File: config.mk
export PLATFORM = sky130hd
export DESIGN_NAME = ssx_core
export DESIGN_NICKNAME = d
export VERILOG_FILES = /design/src/hw/ssx_pkg.sv /design/src/hw/ssx_sub_flags.sv /design/src/hw/ssx_core.sv
export SDC_FILE = /design/constraint.sdc
export NUM_CORES = 1
export LEC_CHECK = 0
export BUFFER_PORTS_ARGS = -buffer_cell sky130_fd_sc_hd__buf_2
export CAP_MARGIN = 20
export CORE_MARGIN = 3
export CORE_UTILIZATION = 35
export DETAILED_ROUTE_END_ITERATION = 12
export PLACE_DENSITY = 0.5
export REMOVE_ABC_BUFFERS = 1
export SETUP_SLACK_MARGIN = 0.2
export SLEW_MARGIN = 5
export SYNTH_ARGS = -nofsm -noshare
export SYNTH_HDL_FRONTEND = slang
export SYNTH_SLANG_ARGS = --single-unit
File: constraint.sdc
create_clock -name i_clk -period 8.75 [get_ports i_clk]
set_input_delay 1.75 -clock i_clk [delete_from_list [all_inputs] [get_ports i_clk]]
set_output_delay 1.75 -clock i_clk [all_outputs]
set_load 0.05 [all_outputs]
File: src/hw/ssx_pkg.sv
// Constants shared by the skip and subtract execution block and its flag unit.
// Assumes a single 250 MHz core clock and a byte-addressed Avalon-MM register map.
//
// Contract
// - Increment-skip loads working register with memory byte plus one, memory untouched.
// - Increment-skip skips the next instruction when the incremented result is zero.
// - A taken skip adds two dummy cycles, so the instruction lasts three cycles.
// - Bit-test skip skips when the selected bit of the memory byte is one.
// - Byte-test skip reads the memory byte and writes the same value back.
// - Byte-test skip skips when the memory byte is nonzero, else continues.
// - Subtract-to-working stores working register minus memory byte in working register.
// - Subtract-into-memory writes working register minus memory byte back to memory.
// - Subtractions clear carry on a negative difference, set it otherwise.
// - Subtractions update range error, zero, nibble borrow, carry, compare, chained zero.
package ssx_pkg;

    // Register byte addresses
    localparam logic [7:0] REG_CTRL = 8'h00;
    localparam logic [7:0] REG_WORK = 8'h04;
    localparam logic [7:0] REG_STATUS = 8'h08;
    localparam logic [7:0] REG_CYCLES = 8'h0C;
    localparam logic [7:0] REG_MEM_BASE = 8'h40;

    // Data memory geometry
    localparam int MEM_DEPTH = 16;
    localparam int MEM_AW = 4;

    // Control register fields
    localparam int CTRL_OP_LSB = 0;
    localparam int CTRL_BIT_LSB = 4;
    localparam int CTRL_ADDR_LSB = 8;

    // Status register fields
    localparam int FLAG_C = 0;
    localparam int FLAG_AC = 1;
    localparam int FLAG_Z = 2;
    localparam int FLAG_OV = 3;
    localparam int FLAG_SC = 4;
    localparam int FLAG_CZ = 5;
    localparam int STAT_SKIP = 8;
    localparam int STAT_BUSY = 9;
    localparam int NUM_FLAGS = 6;

    // Reset values
    localparam logic [7:0] WORK_RST = 8'h00;
    localparam logic [5:0] FLAGS_RST = 6'h00;
    localparam logic [7:0] MEM_RST = 8'h00;

    // Cycle counts of an instruction
    localparam logic [1:0] CYC_PLAIN = 2'h1;
    localparam logic [1:0] CYC_SKIP = 2'h3;

    // Instruction codes
    typedef enum logic [2:0] {
        OP_NONE = 3'h0,
        OP_INC_SKIP = 3'h1,
        OP_SKIP_BIT = 3'h2,
        OP_SKIP_BYTE = 3'h3,
        OP_SUB_WORK = 3'h4,
        OP_SUB_MEM = 3'h5
    } ssx_op_e;

    // Execution states
    typedef enum logic [1:0] {
        ST_IDLE = 2'h0,
        ST_EXEC = 2'h1,
        ST_DUMMY1 = 2'h2,
        ST_DUMMY2 = 2'h3
    } ssx_state_e;

endpackage

File: src/hw/ssx_sub_flags.sv
// Subtractor and status flag generator for the subtract instructions.
// Purely combinational; the caller registers the outputs.
`timescale 1ns/10ps
module ssx_sub_flags (
    // Operands
    input wire logic [7:0] i_minuend,
    input wire logic [7:0] i_subtrahend,
    // Results
    output logic [7:0] o_diff,
    output logic [ssx_pkg::NUM_FLAGS-1:0] o_flags
);
    logic [8:0] wide;
    logic [4:0] low;

    // Nine-bit difference exposes the borrow out of bit 7
    always_comb begin
        wide = {1'b0, i_minuend} - {1'b0, i_subtrahend};
        low = {1'b0, i_minuend[3:0]} - {1'b0, i_subtrahend[3:0]};
        o_diff = wide[7:0];
    end

    // Flags from the difference
    always_comb begin
        o_flags = '0;
        o_flags[ssx_pkg::FLAG_C] = ~wide[8];
        o_flags[ssx_pkg::FLAG_AC] = ~low[4];
        o_flags[ssx_pkg::FLAG_Z] = (wide[7:0] == 8'h00);
        o_flags[ssx_pkg::FLAG_OV] = (i_minuend[7] ^ i_subtrahend[7]) & (i_minuend[7] ^ wide[7]);
        o_flags[ssx_pkg::FLAG_SC] = o_flags[ssx_pkg::FLAG_OV] ^ wide[7];
        o_flags[ssx_pkg::FLAG_CZ] = (wide[7:0] == 8'h00);
    end
endmodule

File: src/hw/ssx_core.sv
// Execution unit for the increment-skip, bit/byte skip and subtract instructions.
// Software issues one instruction at a time through an Avalon-MM slave on i_clk.
//
// The address map and the Avalon-MM register port were chosen for this implementation.
`timescale 1ns/10ps
module ssx_core (
    // Clock and reset
    input wire logic i_clk,
    input wire logic i_rst,
    // Avalon-MM slave
    input wire logic [7:0] i_avs_address,
    input wire logic i_avs_read,
    input wire logic i_avs_write,
    input wire logic [31:0] i_avs_writedata,
    input wire logic [3:0] i_avs_byteenable,
    output logic [31:0] o_avs_readdata,
    output logic o_avs_waitrequest,
    // Sequencer status
    output logic o_busy,
    output logic o_done,
    output logic o_skip
);
    ssx_pkg::ssx_state_e state_q;
    ssx_pkg::ssx_op_e op_q;
    logic [2:0] bit_q;
    logic [ssx_pkg::MEM_AW-1:0] addr_q;
    logic [7:0] work_q;
    logic [ssx_pkg::NUM_FLAGS-1:0] flags_q;
    logic skip_last_q;
    logic [1:0] cycles_q;
    logic [7:0] mem_q [ssx_pkg::MEM_DEPTH];
    logic ack_q;
    logic wait_q;
    logic [31:0] rdata_q;
    logic busy_q;
    logic done_q;
    logic skip_q;

    logic req;
    logic can_ack;
    logic take;
    logic wr_take;
    logic in_mem;
    logic [ssx_pkg::MEM_AW-1:0] bus_idx;
    logic start;
    logic exec;
    logic [7:0] mem_rd;
    logic [7:0] inc_val;
    logic skip_now;
    logic exec_we;
    logic [7:0] exec_wdata;
    logic [7:0] diff;
    logic [ssx_pkg::NUM_FLAGS-1:0] sub_flags;
    logic is_sub;

    // Bus decode; writes wait while an instruction runs
    always_comb begin
        req = i_avs_read | i_avs_write;
        can_ack = i_avs_read | ~busy_q;
        take = ack_q & req;
        wr_take = take & i_avs_write & i_avs_byteenable[0];
        in_mem = (i_avs_address[7:6] == ssx_pkg::REG_MEM_BASE[7:6]);
        bus_idx = i_avs_address[ssx_pkg::MEM_AW+1:2];
        start = wr_take & ~busy_q & (i_avs_address == ssx_pkg::REG_CTRL);
        exec = (state_q == ssx_pkg::ST_EXEC);
    end

    // Handshake: one wait cycle, then a single ready cycle
    always_ff @(posedge i_clk) begin
        if (i_rst) begin
            ack_q <= 1'b0;
            wait_q <= 1'b1;
        end else begin
            ack_q <= req & can_ack & ~ack_q;
            wait_q <= ~(req & can_ack & ~ack_q);
        end
    end

    // Read data prepared while the wait cycle runs
    always_ff @(posedge i_clk) begin
        if (i_rst) begin
            rdata_q <= 32'h0000_0000;
        end else if (i_avs_read & ~ack_q) begin
            rdata_q <= 32'h0000_0000;
            if (in_mem) begin
                rdata_q[7:0] <= mem_q[bus_idx];
            end else begin
                case (i_avs_address)
                    ssx_pkg::REG_CTRL: begin
                        rdata_q[ssx_pkg::CTRL_OP_LSB +: 3] <= op_q;
                        rdata_q[ssx_pkg::CTRL_BIT_LSB +: 3] <= bit_q;
                        rdata_q[ssx_pkg::CTRL_ADDR_LSB +: ssx_pkg::MEM_AW] <= addr_q;
                    end
                    ssx_pkg::REG_WORK: rdata_q[7:0] <= work_q;
                    ssx_pkg::REG_STATUS: begin
                        rdata_q[ssx_pkg::NUM_FLAGS-1:0] <= flags_q;
                        rdata_q[ssx_pkg::STAT_SKIP] <= skip_last_q;
                        rdata_q[ssx_pkg::STAT_BUSY] <= busy_q;
                    end
                    ssx_pkg::REG_CYCLES: rdata_q[1:0] <= cycles_q;
                    default: rdata_q <= 32'h0000_0000;
                endcase
            end
        end
    end

    // Latch the instruction fields on a control write
    always_ff @(posedge i_clk) begin
        if (i_rst) begin
            op_q <= ssx_pkg::OP_NONE;
            bit_q <= 3'h0;
            addr_q <= '0;
        end else if (start) begin
            op_q <= ssx_pkg::ssx_op_e'(i_avs_writedata[ssx_pkg::CTRL_OP_LSB +: 3]);
            bit_q <= i_avs_writedata[ssx_pkg::CTRL_BIT_LSB +: 3];
            addr_q <= i_avs_writedata[ssx_pkg::CTRL_ADDR_LSB +: ssx_pkg::MEM_AW];
        end
    end

    // Shared subtractor and flag unit
    ssx_sub_flags u_sub (
        .i_minuend(work_q),
        .i_subtrahend(mem_rd),
        .o_diff(diff),
        .o_flags(sub_flags)
    );

    // Operand fetch and per-instruction decisions
    always_comb begin
        mem_rd = mem_q[addr_q];
        inc_val = mem_rd + 8'h01;
        is_sub = (op_q == ssx_pkg::OP_SUB_WORK) | (op_q == ssx_pkg::OP_SUB_MEM);
        skip_now = 1'b0;
        exec_we = 1'b0;
        exec_wdata = mem_rd;
        case (op_q)
            ssx_pkg::OP_INC_SKIP: skip_now = (inc_val == 8'h00);
            ssx_pkg::OP_SKIP_BIT: skip_now = mem_rd[bit_q];
            ssx_pkg::OP_SKIP_BYTE: begin
                skip_now = (mem_rd != 8'h00);
                exec_we = exec;
            end
            ssx_pkg::OP_SUB_MEM: begin
                exec_we = exec;
                exec_wdata = diff;
            end
            default: skip_now = 1'b0;
        endcase
    end

    // Sequencer: one execute cycle, two more when a skip is taken
    always_ff @(posedge i_clk) begin
        if (i_rst) begin
            state_q <= ssx_pkg::ST_IDLE;
        end else begin
            case (state_q)
                ssx_pkg::ST_IDLE: if (start) state_q <= ssx_pkg::ST_EXEC;
                ssx_pkg::ST_EXEC: state_q <= skip_now ? ssx_pkg::ST_DUMMY1 : ssx_pkg::ST_IDLE;
                ssx_pkg::ST_DUMMY1: state_q <= ssx_pkg::ST_DUMMY2;
                ssx_pkg::ST_DUMMY2: state_q <= ssx_pkg::ST_IDLE;
                default: state_q <= ssx_pkg::ST_IDLE;
            endcase
        end
    end

    // Busy, completion pulse and skip indication
    always_ff @(posedge i_clk) begin
        if (i_rst) begin
            busy_q <= 1'b0;
            done_q <= 1'b0;
            skip_q <= 1'b0;
        end else begin
            done_q <= (exec & ~skip_now) | (state_q == ssx_pkg::ST_DUMMY2);
            if (start) begin
                busy_q <= 1'b1;
                skip_q <= 1'b0;
            end else if ((exec & ~skip_now) | (state_q == ssx_pkg::ST_DUMMY2)) begin
                busy_q <= 1'b0;
            end
            if (exec) begin
                skip_q <= skip_now;
            end
        end
    end

    // Last instruction's skip result and cycle count
    always_ff @(posedge i_clk) begin
        if (i_rst) begin
            skip_last_q <= 1'b0;
            cycles_q <= 2'h0;
        end else if (exec) begin
            skip_last_q <= skip_now;
            cycles_q <= skip_now ? ssx_pkg::CYC_SKIP : ssx_pkg::CYC_PLAIN;
        end
    end

    // Working register: bus writes when idle, results when executing
    always_ff @(posedge i_clk) begin
        if (i_rst) begin
            work_q <= ssx_pkg::WORK_RST;
        end else if (exec & (op_q == ssx_pkg::OP_INC_SKIP)) begin
            work_q <= inc_val;
        end else if (exec & (op_q == ssx_pkg::OP_SUB_WORK)) begin
            work_q <= diff;
        end else if (wr_take & (i_avs_address == ssx_pkg::REG_WORK)) begin
            work_q <= i_avs_writedata[7:0];
        end
    end

    // Status flags: subtract results, else software writes
    always_ff @(posedge i_clk) begin
        if (i_rst) begin
            flags_q <= ssx_pkg::FLAGS_RST;
        end else if (exec & is_sub) begin
            flags_q <= sub_flags;
        end else if (wr_take & (i_avs_address == ssx_pkg::REG_STATUS)) begin
            flags_q <= i_avs_writedata[ssx_pkg::NUM_FLAGS-1:0];
        end
    end

    // Data memory, one flip-flop byte per entry
    for (genvar g = 0; g < ssx_pkg::MEM_DEPTH; g++) begin : g_mem
        always_ff @(posedge i_clk) begin
            if (i_rst) begin
                mem_q[g] <= ssx_pkg::MEM_RST;
            end else if (exec_we & (int'(addr_q) == g)) begin
                mem_q[g] <= exec_wdata;
            end else if (wr_take & in_mem & (int'(bus_idx) == g)) begin
                mem_q[g] <= i_avs_writedata[7:0];
            end
        end
    end

    // Outputs straight from flip-flops
    assign o_avs_readdata = rdata_q;
    assign o_avs_waitrequest = wait_q;
    assign o_busy = busy_q;
    assign o_done = done_q;
    assign o_skip = skip_q;
endmodule

Word-level counts from Yosys, hierarchy flattened
Memories as Yosys holds them, arrays and structs flattened. A register that Yosys moved wholly into a read port is not among the register bits.
Cells that the tools add are included.
Storage, ports and cells
  bits in registers: 66
  memories kept: 1
  bits in writable memories: 128
  word-level logic and storage cells: 343
Operators by class
  reduce and logical (&&, ||, !) cells: 12
  bitwise operators: 93
  magnitude comparators: 1
  eq/ne operators: 43
  multiplexer cells: 176
  add/subtract/negate cells: 3
Memories
  mem_q: words 16, width 8, rd ports 2, clocked after Yosys merged registers in 1, wr ports 16, RTL line ssx_core.sv:31  | logic [7:0] mem_q [ssx_pkg::MEM_DEPTH];
Operator list (number)
  8-bit 2-to-1 mux: 37
  1-bit 2-to-1 mux: 121
  4-bit == test, second input constant: 16
  1-bit bitwise AND: 48
  1-bit bitwise OR: 36
  4-bit by 3-bit == test with 1-bit output, second input constant: 8
  8-bit zero test: 3
  4-bit by 2-bit == test with 1-bit output, second input constant: 4
  8-bit by 4-bit == test with 1-bit output, second input constant: 2
  2-bit case mux with 4 select lines: 2
  4-bit 2-to-1 mux: 3
  6-bit 2-to-1 mux: 2
  8-bit by 8-bit subtractor with 9-bit output: 1
  8-bit by 1-bit adder with 8-bit output, second input constant: 1
  4-bit by 1-bit == test with 1-bit output, second input constant: 2
  8-bit by 3-bit == test with 1-bit output, second input constant: 1
  4-bit zero test: 2
  2-bit 2-to-1 mux: 4
  8-bit nonzero test: 1
  3-bit by 2-bit == test with 1-bit output, second input constant: 2
  3-bit == test, second input constant: 2
  1-bit inverter: 6
  1-bit case mux with 3 select lines: 2
  2-bit case mux with 3 select lines: 1
  14 further kinds: 21

Depth between registers and ports, before layout
Gate-level depths: netlist (run 1).
  depth after elaboration: 11
  depth in mapped cells: 20
  depth with buffers taken out: 17

Hierarchy
A second synthesis (run 1) with hierarchy kept.
Second synthesis, totals
  cells, all modules: 1030
  area total of the unflattened synthesis: 10697.8 sq um
By module, submodules not included
  ssx_core: instances 1, cells an instance 973, area each 10281.1 sq um
  ssx_sub_flags: instances 1, cells an instance 57, area each 416.6 sq um

Worst setup path before layout (run 1)
No wires, ideal clock.
  path type: flip-flop to flip-flop
  from: register (tool-made name)
  to: memory mem_q[0][7] (data pin)
  required time: 8.486 ns
  arrival: 3.876 ns
  setup time: 0.264 ns
  setup slack: 4.610 ns
  cell stages (with the launch flop): 17
  buffers on the path: 2
  period minus slack after synthesis: 4.140 ns
  cell sequence: dfxtp_1 -> buf_6 -> mux4_2 -> a22o_1 -> nor2_1 -> ha_1 -> nor2b_1 -> o21ai_0 -> a21boi_0 -> o21ai_0 -> a21boi_0 -> o21ai_0 -> nand2b_1 -> fa_1 -> mux2i_1 -> clkbuf_1 -> o21ai_0
RTL lines (RTL line)
  end: declaration: ssx_core.sv:31

==> results.yml, run 1 <==
outcome:
  status: "completed"
floorplanning:
  initial_utilization_pct: 35.7
  die_y_um: 180
  dieArea_mm2: 0.0325
  fp-row-count: 63
  boundaryPins: 84
  core-area_mm2: 0.0298
  die_width_um: 180
setup_path:
  cp_num_buf_inv: 1
  critPathTopFamily: "compound AO/OA/AOI/OAI gates"
  r2r_slack_ps: 3450
  arrival_ps: 5660
  critPathMaxFanout: 29
  endpoint_kind: "flop"
  r2r-end: "flags_q[2]"
  path_class: "reg2reg"
  path_cells: "buf_4, mux4_2, a22o_1, nor2_1, ha_1, nor2b_1, o21ai_0, a21boi_0, o21ai_0, a21boi_0, o21ai_0, nand2b_1, fa_1, nor4b_1, nand3_1, nor2_1, o211ai_1, a211oi_1"
  cp_slowest_cell: "mux4_2"
  rr_worst_depth: 18
  cpPeakStageDelay_ps: 630
  crit_top_cell: "o21ai_0"
  worstSetupStartpointType: "flop"
  cp.required_ps: 9110
timing:
  fmax_mhz: 189
  maxSlewHeadroom_pct: 27.8
  slew_violations: 0
  worstMarginPinSlew_ps: 1080
  setup_viol_count_final: 0
  fin_setup_tns_ps: 0
  period_needed_ps: 5300
  fin_skew_ps: 20.5
  fin_crit_sh_pct: 60.6
  rsz0062_at_grt: "no"
  fin_ws_ps: 3450
  hold_viol: 0
clock_tree:
  cts_post_setup_buffers_inserted: 0
  cts.sinks: 177
  postCtsResizedCells: 0
  cts_made_buffers: 17
  root_buffer: "clkbuf_16"
  cts_buffer_depth: 2
  htreeDepth: 4
  clkSlewWorstSetupHoldPaths_ps: 90
  clock_latency_ps: 450
  ctsHoldBuffers: 0
  cts_tree: "yes"
synth:
  synth_area_leaders: "edfxtp_1, mux4_2, dfxtp_1"
  synth_cells: 1026
  synth_top_area_share_pct: 36.1
  ys_seq_elements: 177
  syn_area_mm2: 0.0106
  synth.most_common_cell: "nand2_1"
  synth_edf_count: 128
  async_reset_ff_share_pct: 0
  yosysUniqueCellTypes: 59
  yosysWarnings: 0
  syn_avg_cell_area_um2: 10.4
  yosysTopAreaCell: "edfxtp_1"
  synth_ff_type: "edfxtp_1"
  synthTopCellsByCount: "nand2_1, o21ai_0, edfxtp_1, nor2_1, mux4_2"
  yosysSeqAreaShare_pct: 45.3
layout:
  diodes: 0
  nets: 1089
  drive_above_1_share_pct: 17.9
  syn_to_final_growth_pct: 9.83
  fill_cells: 2910
routing:
  via_per_inst: 5.94
  firstDrtPassIters: 6
  routed_wl_mm: 36.5
  wl_per_cell_um: 25.5
  ant_nets: 0
  via_count: 8506
  drc: 0
  drt_iter0_markers: 1170
worst_hold_path:
  hold_end: "o_avs_readdata[9]"
  hold_start: "o_avs_readdata[9]"
  hp-class: "reg2reg"
  holdPathStages: 2
global_routing:
  grt_pass1_wl_mm: 55.0
  grt_pass1_vias: 8145
  grt_start_max_net_pins: 59
  grt_overflow: 0
  grt.total_usage_pct: 22.5
  antenna_found_initial: 0
pwr:
  powerDensity_mw_per_mm2: 167
  ir_drop_v: 0.000112
  p_leak_nw: 4.08
job:
  max_cap_viol_count: 0
placement:
  numPortBuffers: 40
  preCtsSetupSlack_ps: 3440
  hpwl_mm: 26.7
  gp_congestion: 1.01
## placed cells by master (no fill, tap or decap), types with 4 or more instances in the layout
cell type  netlist  final
nand4_1          4      4
edfxtp_1       128    128
a211oi_1        14     14
and3_1           7      7
nor3_1          28     28
a211o_1          5      5
mux2i_1         20     20
a21oi_1         22     19
nand2b_1        10     10
nor4_1           9      9
inv_8            0      5
ha_1            10     10
o21ai_0        135    135
o211ai_1        10     10
buf_2            5     40
a22oi_1          4      4
conb_1           1     20
mux4_2          76     76
a221oi_1         7      7
xnor2_1          8      8
buf_4           20     16
a22o_1           4      4
nor2b_1          9      9
dfxtp_1         49     48
clkbuf_16        0     19
nand3b_1         4      4
inv_2            5      5
nand3_1         12     12
or3_1           16     16
nor2_1          88     88
nand2_1        193    193
inv_1           15     15
## flip-flops by register name, indices dropped and copies added, names as in the netlist, named ones only
name,count
state_q,1
o_avs_waitrequest,1
work_q,8
o_done,1
flags_q,6
o_avs_readdata,12
o_skip,1
mem_q,128
ack_q,1
o_busy,1
addr_q,4
bit_q,3
cycles_q,1
op_q,3
skip_last_q,1
## through the flow
step                cell area [µm²]  utilization (%)  power (mW)  std cells  hold WS, ps
floorplan                     10200                -        1.05        951          435
global placement              11000             37.0        1.15       1397          441
detailed placement            11000             37.1        1.15       1398          442
CTS                           11700             39.2        1.96       1430          454
global route                  11700             39.2        2.00       1432          492
finish                        11700             39.2        1.95       1432          450
## area by class of cell
cell class | instances | area [µm²] | share of cell area, %
Clock buffer | 19 | 475 | 4.07
Clock inverter | 13 | 146 | 1.25
Inverter | 20 | 75.1 | 0.642
Multi-Input combinational cell | 754 | 5330 | 45.6
Sequential cell | 177 | 4830 | 41.3
Tap cell | 390 | 488 | 4.18
Timing Repair Buffer | 59 | 347 | 2.97
## metal layers
metal	global-route usage [%]	vias up	share of wire [%]
met2	33.5	443	44
met5	0	-	0
met4	10.3	0	5.0
met3	3.29	69	8.3
met1	32.5	4222	43
li1	-	3772	-
## worst reg2reg max path: cells and delay by family (launching register included)
family	cells	cell delay, ps
buf+inv	1	460
flops	1	320
fa+ha+maj	2	880
compound gates	8	1620
mux	1	660
simple gates	6	1270
## logic make-up after synthesis
family | count (synthesis) | share of synthesized area, %
AOI/OAI and AO/OA | 216 | 11.8
xor gates and xnor gates | 10 | 0.823
adders and majority gates | 12 | 1.55
buffers and inverters | 114 | 5.35
DFF | 177 | 45.3
muxes | 100 | 18.5
other | 1 | 0.0352
and+or+nand+nor | 396 | 16.6
## where the power goes
| group | total (mW) | switching [mW] | internal [mW] |
|---|---|---|---|
| sequential | 0.939 | 0.0188 | 0.920 |
| clock | 0.820 | 0.401 | 0.419 |
| combinational | 0.193 | 0.134 | 0.0590 |
| total | 1.95 | 0.554 | 1.40 |
## worst max path at each step
stage,slack [ps],endpoint,cells past startpoint,startpoint
after floorplan,3620,mem_q[8][7],14,flop
after global placement,3420,flags_q[2],18,flop
after detailed placement,3440,flags_q[2],18,flop
after CTS,3400,flags_q[2],18,flop
after global routing,2950,flags_q[2],18,flop
final,3450,flags_q[2],18,flop
No activity file was read; power rests on OpenSTA's default activity.
==> inputs of run 2 (changes only) <==
--- a/config.mk
+++ b/config.mk
@@ -10,7 +10,7 @@
 export CORE_MARGIN = 3
 export CORE_UTILIZATION = 35
 export DETAILED_ROUTE_END_ITERATION = 12
-export PLACE_DENSITY = 0.5
+export PLACE_DENSITY = 0.52
 export REMOVE_ABC_BUFFERS = 1
 export SETUP_SLACK_MARGIN = 0.2
 export SLEW_MARGIN = 5
==> constraint.sdc (replaced) <==
create_clock -name i_clk -period 4.3 [get_ports i_clk]
set_input_delay 0.86 -clock i_clk [delete_from_list [all_inputs] [get_ports i_clk]]
set_output_delay 0.86 -clock i_clk [all_outputs]
set_load 0.05 [all_outputs]
==> run 2 against run 1 <==
Effect of this change:
- combinational power up 110%
- wire length about the same
- critical path depth down 2
- clock power up 95%
- worst setup slack worse by 3100 ps
- first-iteration DRC count up 1.4%
- utilization up 1.2 points
- flip-flop and latch count unchanged
- fmax up 34%
==> results.yml, run 2 (synthesis results as in run 1) <==
outcome:
  status: "completed"
clock_tree:
  cts_tree: "yes"
  cts_buffer_depth: 2
  clkSlewWorstSetupHoldPaths_ps: 80
  htreeDepth: 4
  cts_made_buffers: 17
  clock_latency_ps: 450
  cts.sinks: 177
  root_buffer: "clkbuf_16"
timing:
  rsz0062_at_grt: "yes"
  maxSlewHeadroom_pct: 33.5
  fin_setup_tns_ps: 0
  fmax_mhz: 252
  fin_skew_ps: 20.4
  period_needed_ps: 3960
  slew_violations: 0
  setup_viol_count_final: 0
  fin_crit_sh_pct: 92.1
  worstMarginPinSlew_ps: 998
  hold_viol: 0
layout:
  drive_above_1_share_pct: 21.4
  finalInstanceArea_mm2: 0.0121
  utilization_pct: 40.5
  largest_register: "mem_q"
  largest_reg_flops: 128
  nets: 1126
  syn_to_final_growth_pct: 13.3
  finalNonFillerCells: 1469
  final_cell_mix: "nand2_1, o21ai_0, edfxtp_1, nor2_1, mux4_2"
  layout_commonest_cell: "nand2_1"
  diodes: 0
routing:
  via_per_inst: 5.82
  via_count: 8545
  drt_iter0_markers: 1186
  drc: 0
  ant_nets: 0
  wl_per_cell_um: 24.9
  routed_wl_mm: 36.5
  firstDrtPassIters: 5
placement:
  placedCellCount: 1435
  numPortBuffers: 40
  hpwl_mm: 27.5
  gp_congestion: 1.03
  postPlaceCellArea_mm2: 0.0114
job:
  max_cap_viol_count: 0
setup_path:
  path_cells: "buf_12, mux4_2, mux4_2, ha_1, nor2b_4, o21ai_2, a21boi_2, o21ai_2, a21boi_2, o21ai_1, nand2b_1, fa_1, buf_4, mux2i_2, buf_12, o21ai_0"
  cpPeakStageDelay_ps: 540
  arrival_ps: 4150
  rr_worst_depth: 16
  r2r_slack_ps: 340
  endpoint_kind: "flop"
  critPathMaxFanout: 16
  r2r-end: "mem_q[10][7]"
  cp_slowest_cell: "mux4_2"
  path_class: "reg2reg"
  cp.required_ps: 4490
  worstSetupStartpointType: "flop"
floorplanning:
  fp-row-count: 63
  initial_utilization_pct: 35.7
  die_width_um: 180
  boundaryPins: 84
  core-area_mm2: 0.0298
  dieArea_mm2: 0.0325
  die_y_um: 180
global_routing:
  grt_start_max_net_pins: 39
  antenna_found_initial: 0
  grt_pass1_wl_mm: 54.2
  grt_overflow: 0
  grt_pass1_vias: 8132
  grt.total_usage_pct: 22.2
worst_hold_path:
  hold_start: "o_avs_readdata[8]"
  hold_end: "o_avs_readdata[8]"
  hp-class: "reg2reg"
  holdPathStages: 2
pwr:
  finalPower_mw: 3.91
  p_leak_nw: 4.28
  ir_drop_v: 0.000244
  powerDensity_mw_per_mm2: 325
-- run 2: power by group --
| part | switching, mW | leakage [nW] | internal [mW] |
|---|---|---|---|
| Sequential | 0.0372 | 1.71 | 1.87 |
| Clock | 0.812 | 0.293 | 0.783 |
| Combinational | 0.274 | 2.28 | 0.134 |
| Total | 1.12 | 4.28 | 2.79 |
-- run 2: how the worst max path moves through the flow --
stage                         endpoint  start  cells after the start
after floorplan            mem_q[8][7]   flop                     14
after global placement      flags_q[2]   flop                     18
after detailed placement    flags_q[2]   flop                     18
after CTS                 mem_q[10][7]   flop                     16
after global routing        flags_q[2]   flop                     18
final                     mem_q[10][7]   flop                     16
-- run 2: repair_timing --
item,4_1_cts,5_1_grt
hold buffers,0,0
setup endpoints to repair,19,35
pin swaps,2,5
gates cloned,0,0
buffers inserted,0,1
resized for setup,7,14
-- run 2: per-layer routing --
metal	wire length, µm	track usage (%)
met2	16500	34.6
met5	0	0
met1	15500	31.3
met3	3110	3.51
met4	1400	8.17
-- run 2: cell type report --
type,count,area [µm²]
inverters,20,75.1
clock inverters,15,171
fillers,2825,17700
flip-flops and latches,177,4830
multi-input cells,754,5370
clock buffers,17,425
well taps,390,488
repair buffers,96,697
-- run 2: metrics by stage --
stage          hold slack, ps  worst slack, ps
6_report                  452              338
5_1_grt                   487             85.0
4_1_cts                   456              183
3_5_place_dp              446             -102
3_3_place_gp              439            -92.0
2_1_floorplan             435             -826
-- run 2: critical path, delay by kind of cell (launching register included) --
family | cells | cell delay, ps
AO/OA/AOI/OAI | 6 | 610
adder cells (fa/ha/maj) | 2 | 700
buffers and inverters | 3 | 520
flip-flops | 1 | 360
multiplexers | 3 | 1250
AND/OR/NAND/NOR | 2 | 230
==> inputs of run 3 (changes only) <==
--- a/config.mk
+++ b/config.mk
@@ -7,10 +7,12 @@
 export LEC_CHECK = 0
 export BUFFER_PORTS_ARGS = -buffer_cell sky130_fd_sc_hd__buf_2
 export CAP_MARGIN = 20
+export CELL_PAD_IN_SITES_DETAIL_PLACEMENT = 1
+export CELL_PAD_IN_SITES_GLOBAL_PLACEMENT = 1
 export CORE_MARGIN = 3
 export CORE_UTILIZATION = 35
 export DETAILED_ROUTE_END_ITERATION = 12
-export PLACE_DENSITY = 0.52
+export PLACE_DENSITY = 0.63
 export REMOVE_ABC_BUFFERS = 1
 export SETUP_SLACK_MARGIN = 0.2
 export SLEW_MARGIN = 5
==> run 3 against run 2 <==
Effect of this change:
- sequential power barely moved
- first-iteration DRC count decreased by 45%
- register-to-register slack worse by 100 ps
- global-route usage rose by 0.78 points
- wire length increased by 3.6%
- combinational power increased by 1%
- fmax is 2.6% lower
- via count grew 2.7%
- worst setup slack worse by 100 ps
- final area increased by 1.4%
- non-clock buffer count increased by 18
==> results.yml, run 3 (synthesis results as in run 1) <==
outcome:
  status: "completed"
placement:
  hpwl_mm: 28.5
  postPlaceCellArea_mm2: 0.0115
  numPortBuffers: 40
  gp_congestion: 0.915
clock_tree:
  cts.sinks: 177
  clock_latency_ps: 450
  clkSlewWorstSetupHoldPaths_ps: 90
  cts_tree: "yes"
  cts_buffer_depth: 2
  cts_made_buffers: 17
  root_buffer: "clkbuf_16"
  htreeDepth: 4
timing:
  worstMarginPinSlew_ps: 953
  hold_ws_ps: 459
  fmax_mhz: 246
  setup_viol_count_final: 0
  rsz0062_at_grt: "yes"
  maxSlewHeadroom_pct: 36.3
  hold_viol: 0
  slew_violations: 0
  period_needed_ps: 4070
  fin_setup_tns_ps: 0
  fin_skew_ps: 20.8
  fin_crit_sh_pct: 94.5
floorplanning:
  core-area_mm2: 0.0298
  dieArea_mm2: 0.0325
  fp-row-count: 63
  initial_utilization_pct: 35.7
  boundaryPins: 84
  die_width_um: 180
  die_y_um: 180
layout:
  diodes: 0
  finalInstanceArea_mm2: 0.0122
  largest_register: "mem_q"
  syn_to_final_growth_pct: 14.9
  layout_commonest_cell: "nand2_1"
  largest_reg_flops: 128
  drive_above_1_share_pct: 22.6
  nets: 1144
  final_cell_mix: "nand2_1, edfxtp_1, o21ai_0, nor2_1, mux4_2"
routing:
  via_count: 8777
  via_per_inst: 5.90
  ant_nets: 0
  wl_per_cell_um: 25.5
  routed_wl_mm: 37.9
  drc: 0
  drt_iter0_markers: 654
  firstDrtPassIters: 5
global_routing:
  grt_overflow: 0
  gr-usage-met2_pct: 40.6
  grt_start_max_net_pins: 76
  grt.total_usage_pct: 22.9
  grt_use_met1_pct: 29.2
  met3_usage_pct: 3.51
  grt_pass1_vias: 9002
  busiest_layer: "met2"
  grt_pass1_wl_mm: 56.9
  antenna_found_initial: 0
pwr:
  ir_drop_v: 0.000187
  powerDensity_mw_per_mm2: 326
  p_leak_nw: 4.38
  swShare_pct: 28.5
  p_switching_mw: 1.14
  p_int_mw: 2.85
  pwr-share-seq_pct: 47.8
  comb_power_share_pct: 10.3
  p_clk_share_pct: 41.9
  finalPower_mw: 3.99
setup_path:
  arrival_ps: 4430
  endpoint_kind: "flop"
  critPathMaxFanout: 5
  path_class: "reg2reg"
  rr_worst_depth: 18
  cp.required_ps: 4670
  worstSetupStartpointType: "flop"
job:
  max_cap_viol_count: 0
worst_hold_path:
  hp-class: "reg2reg"
  holdPathStages: 2
## run 3: cell types whose count changed in the layout (fill, tap and decap cells not counted), moves of 2 or more
cell        before  now
buf_4           48   64
o21ai_0        132  126
o21ai_1          3    9
clkinv_8         5    2
inv_8            4    7
buf_6            1    3
clkinv_2         2    0
clkinv_4         3    1
clkinvlp_4       0    2
## run 3: layer usage
layer / part of all wire [%] / routed length, µm
met2: 51 / 19400
met5: 0 / 0
met3: 5.8 / 2190
met1: 40 / 15300
met4: 2.5 / 956
## run 3: per-stage QoR
step                      instances  worst slack [ps]  util (%)
after floorplan                 951              -826         -
after global placement         1446              -173      38.4
after detailed placement       1446              -240      38.4
after CTS                      1486               203      40.9
after global routing           1487              20.9      41.0
final                          1487               234      41.0
## run 3: power by group through the flow
| stage | sequential, mW | combinational (mW) | clock (mW) |
|---|---|---|---|
| 4_1_cts | 1.90 | 0.405 | 1.68 |
| 3_5_place_dp | 1.94 | 0.398 | 0 |
| 2_1_floorplan | 1.95 | 0.200 | 0 |
| 6_report | 1.90 | 0.412 | 1.67 |
| 3_3_place_gp | 1.94 | 0.394 | 0 |
| 5_1_grt | 1.91 | 0.433 | 1.74 |
## run 3: final timing paths
check                      endpoint         startpoint  slack [ps]
setup reg to reg         flags_q[2]               flop         230
setup / recovery         flags_q[2]               flop         230
hold reg to reg   o_avs_readdata[8]  o_avs_readdata[8]         460
hold / removal    o_avs_readdata[8]  o_avs_readdata[8]         460
## run 3: critical path, stage by stage, from the launching register on
cell	delay, ps
dfxtp_4	410
buf_12	130
mux4_2	480
a22o_1	250
nor2_2	130
ha_1	240
nor2b_4	140
o21ai_4	140
a21boi_2	80
o21ai_2	150
a21boi_2	80
o21ai_1	160
nand2b_1	120
fa_1	520
nor4b_2	280
nand3_1	110
nor2_1	130
o211ai_1	190
a211oi_1	260
## run 3: what timing repair did
action | in CTS | in global routing
gates resized for setup | 21 | 15
setup buffers | 7 | 1
endpoints found under the setup margin | 18 | 34
hold buffers | 0 | 0
pin swaps | 6 | 5
gates cloned | 1 | 0
## run 3: area by class of cell
cell class | count | area (µm²)
Fill cell | 3367 | 17600
Tap cell | 390 | 488
Clock buffer | 17 | 425
Sequential cell | 177 | 4830
Inverter | 20 | 75.1
Multi-Input combinational cell | 754 | 5370
Clock inverter | 15 | 183
Timing Repair Buffer | 114 | 850
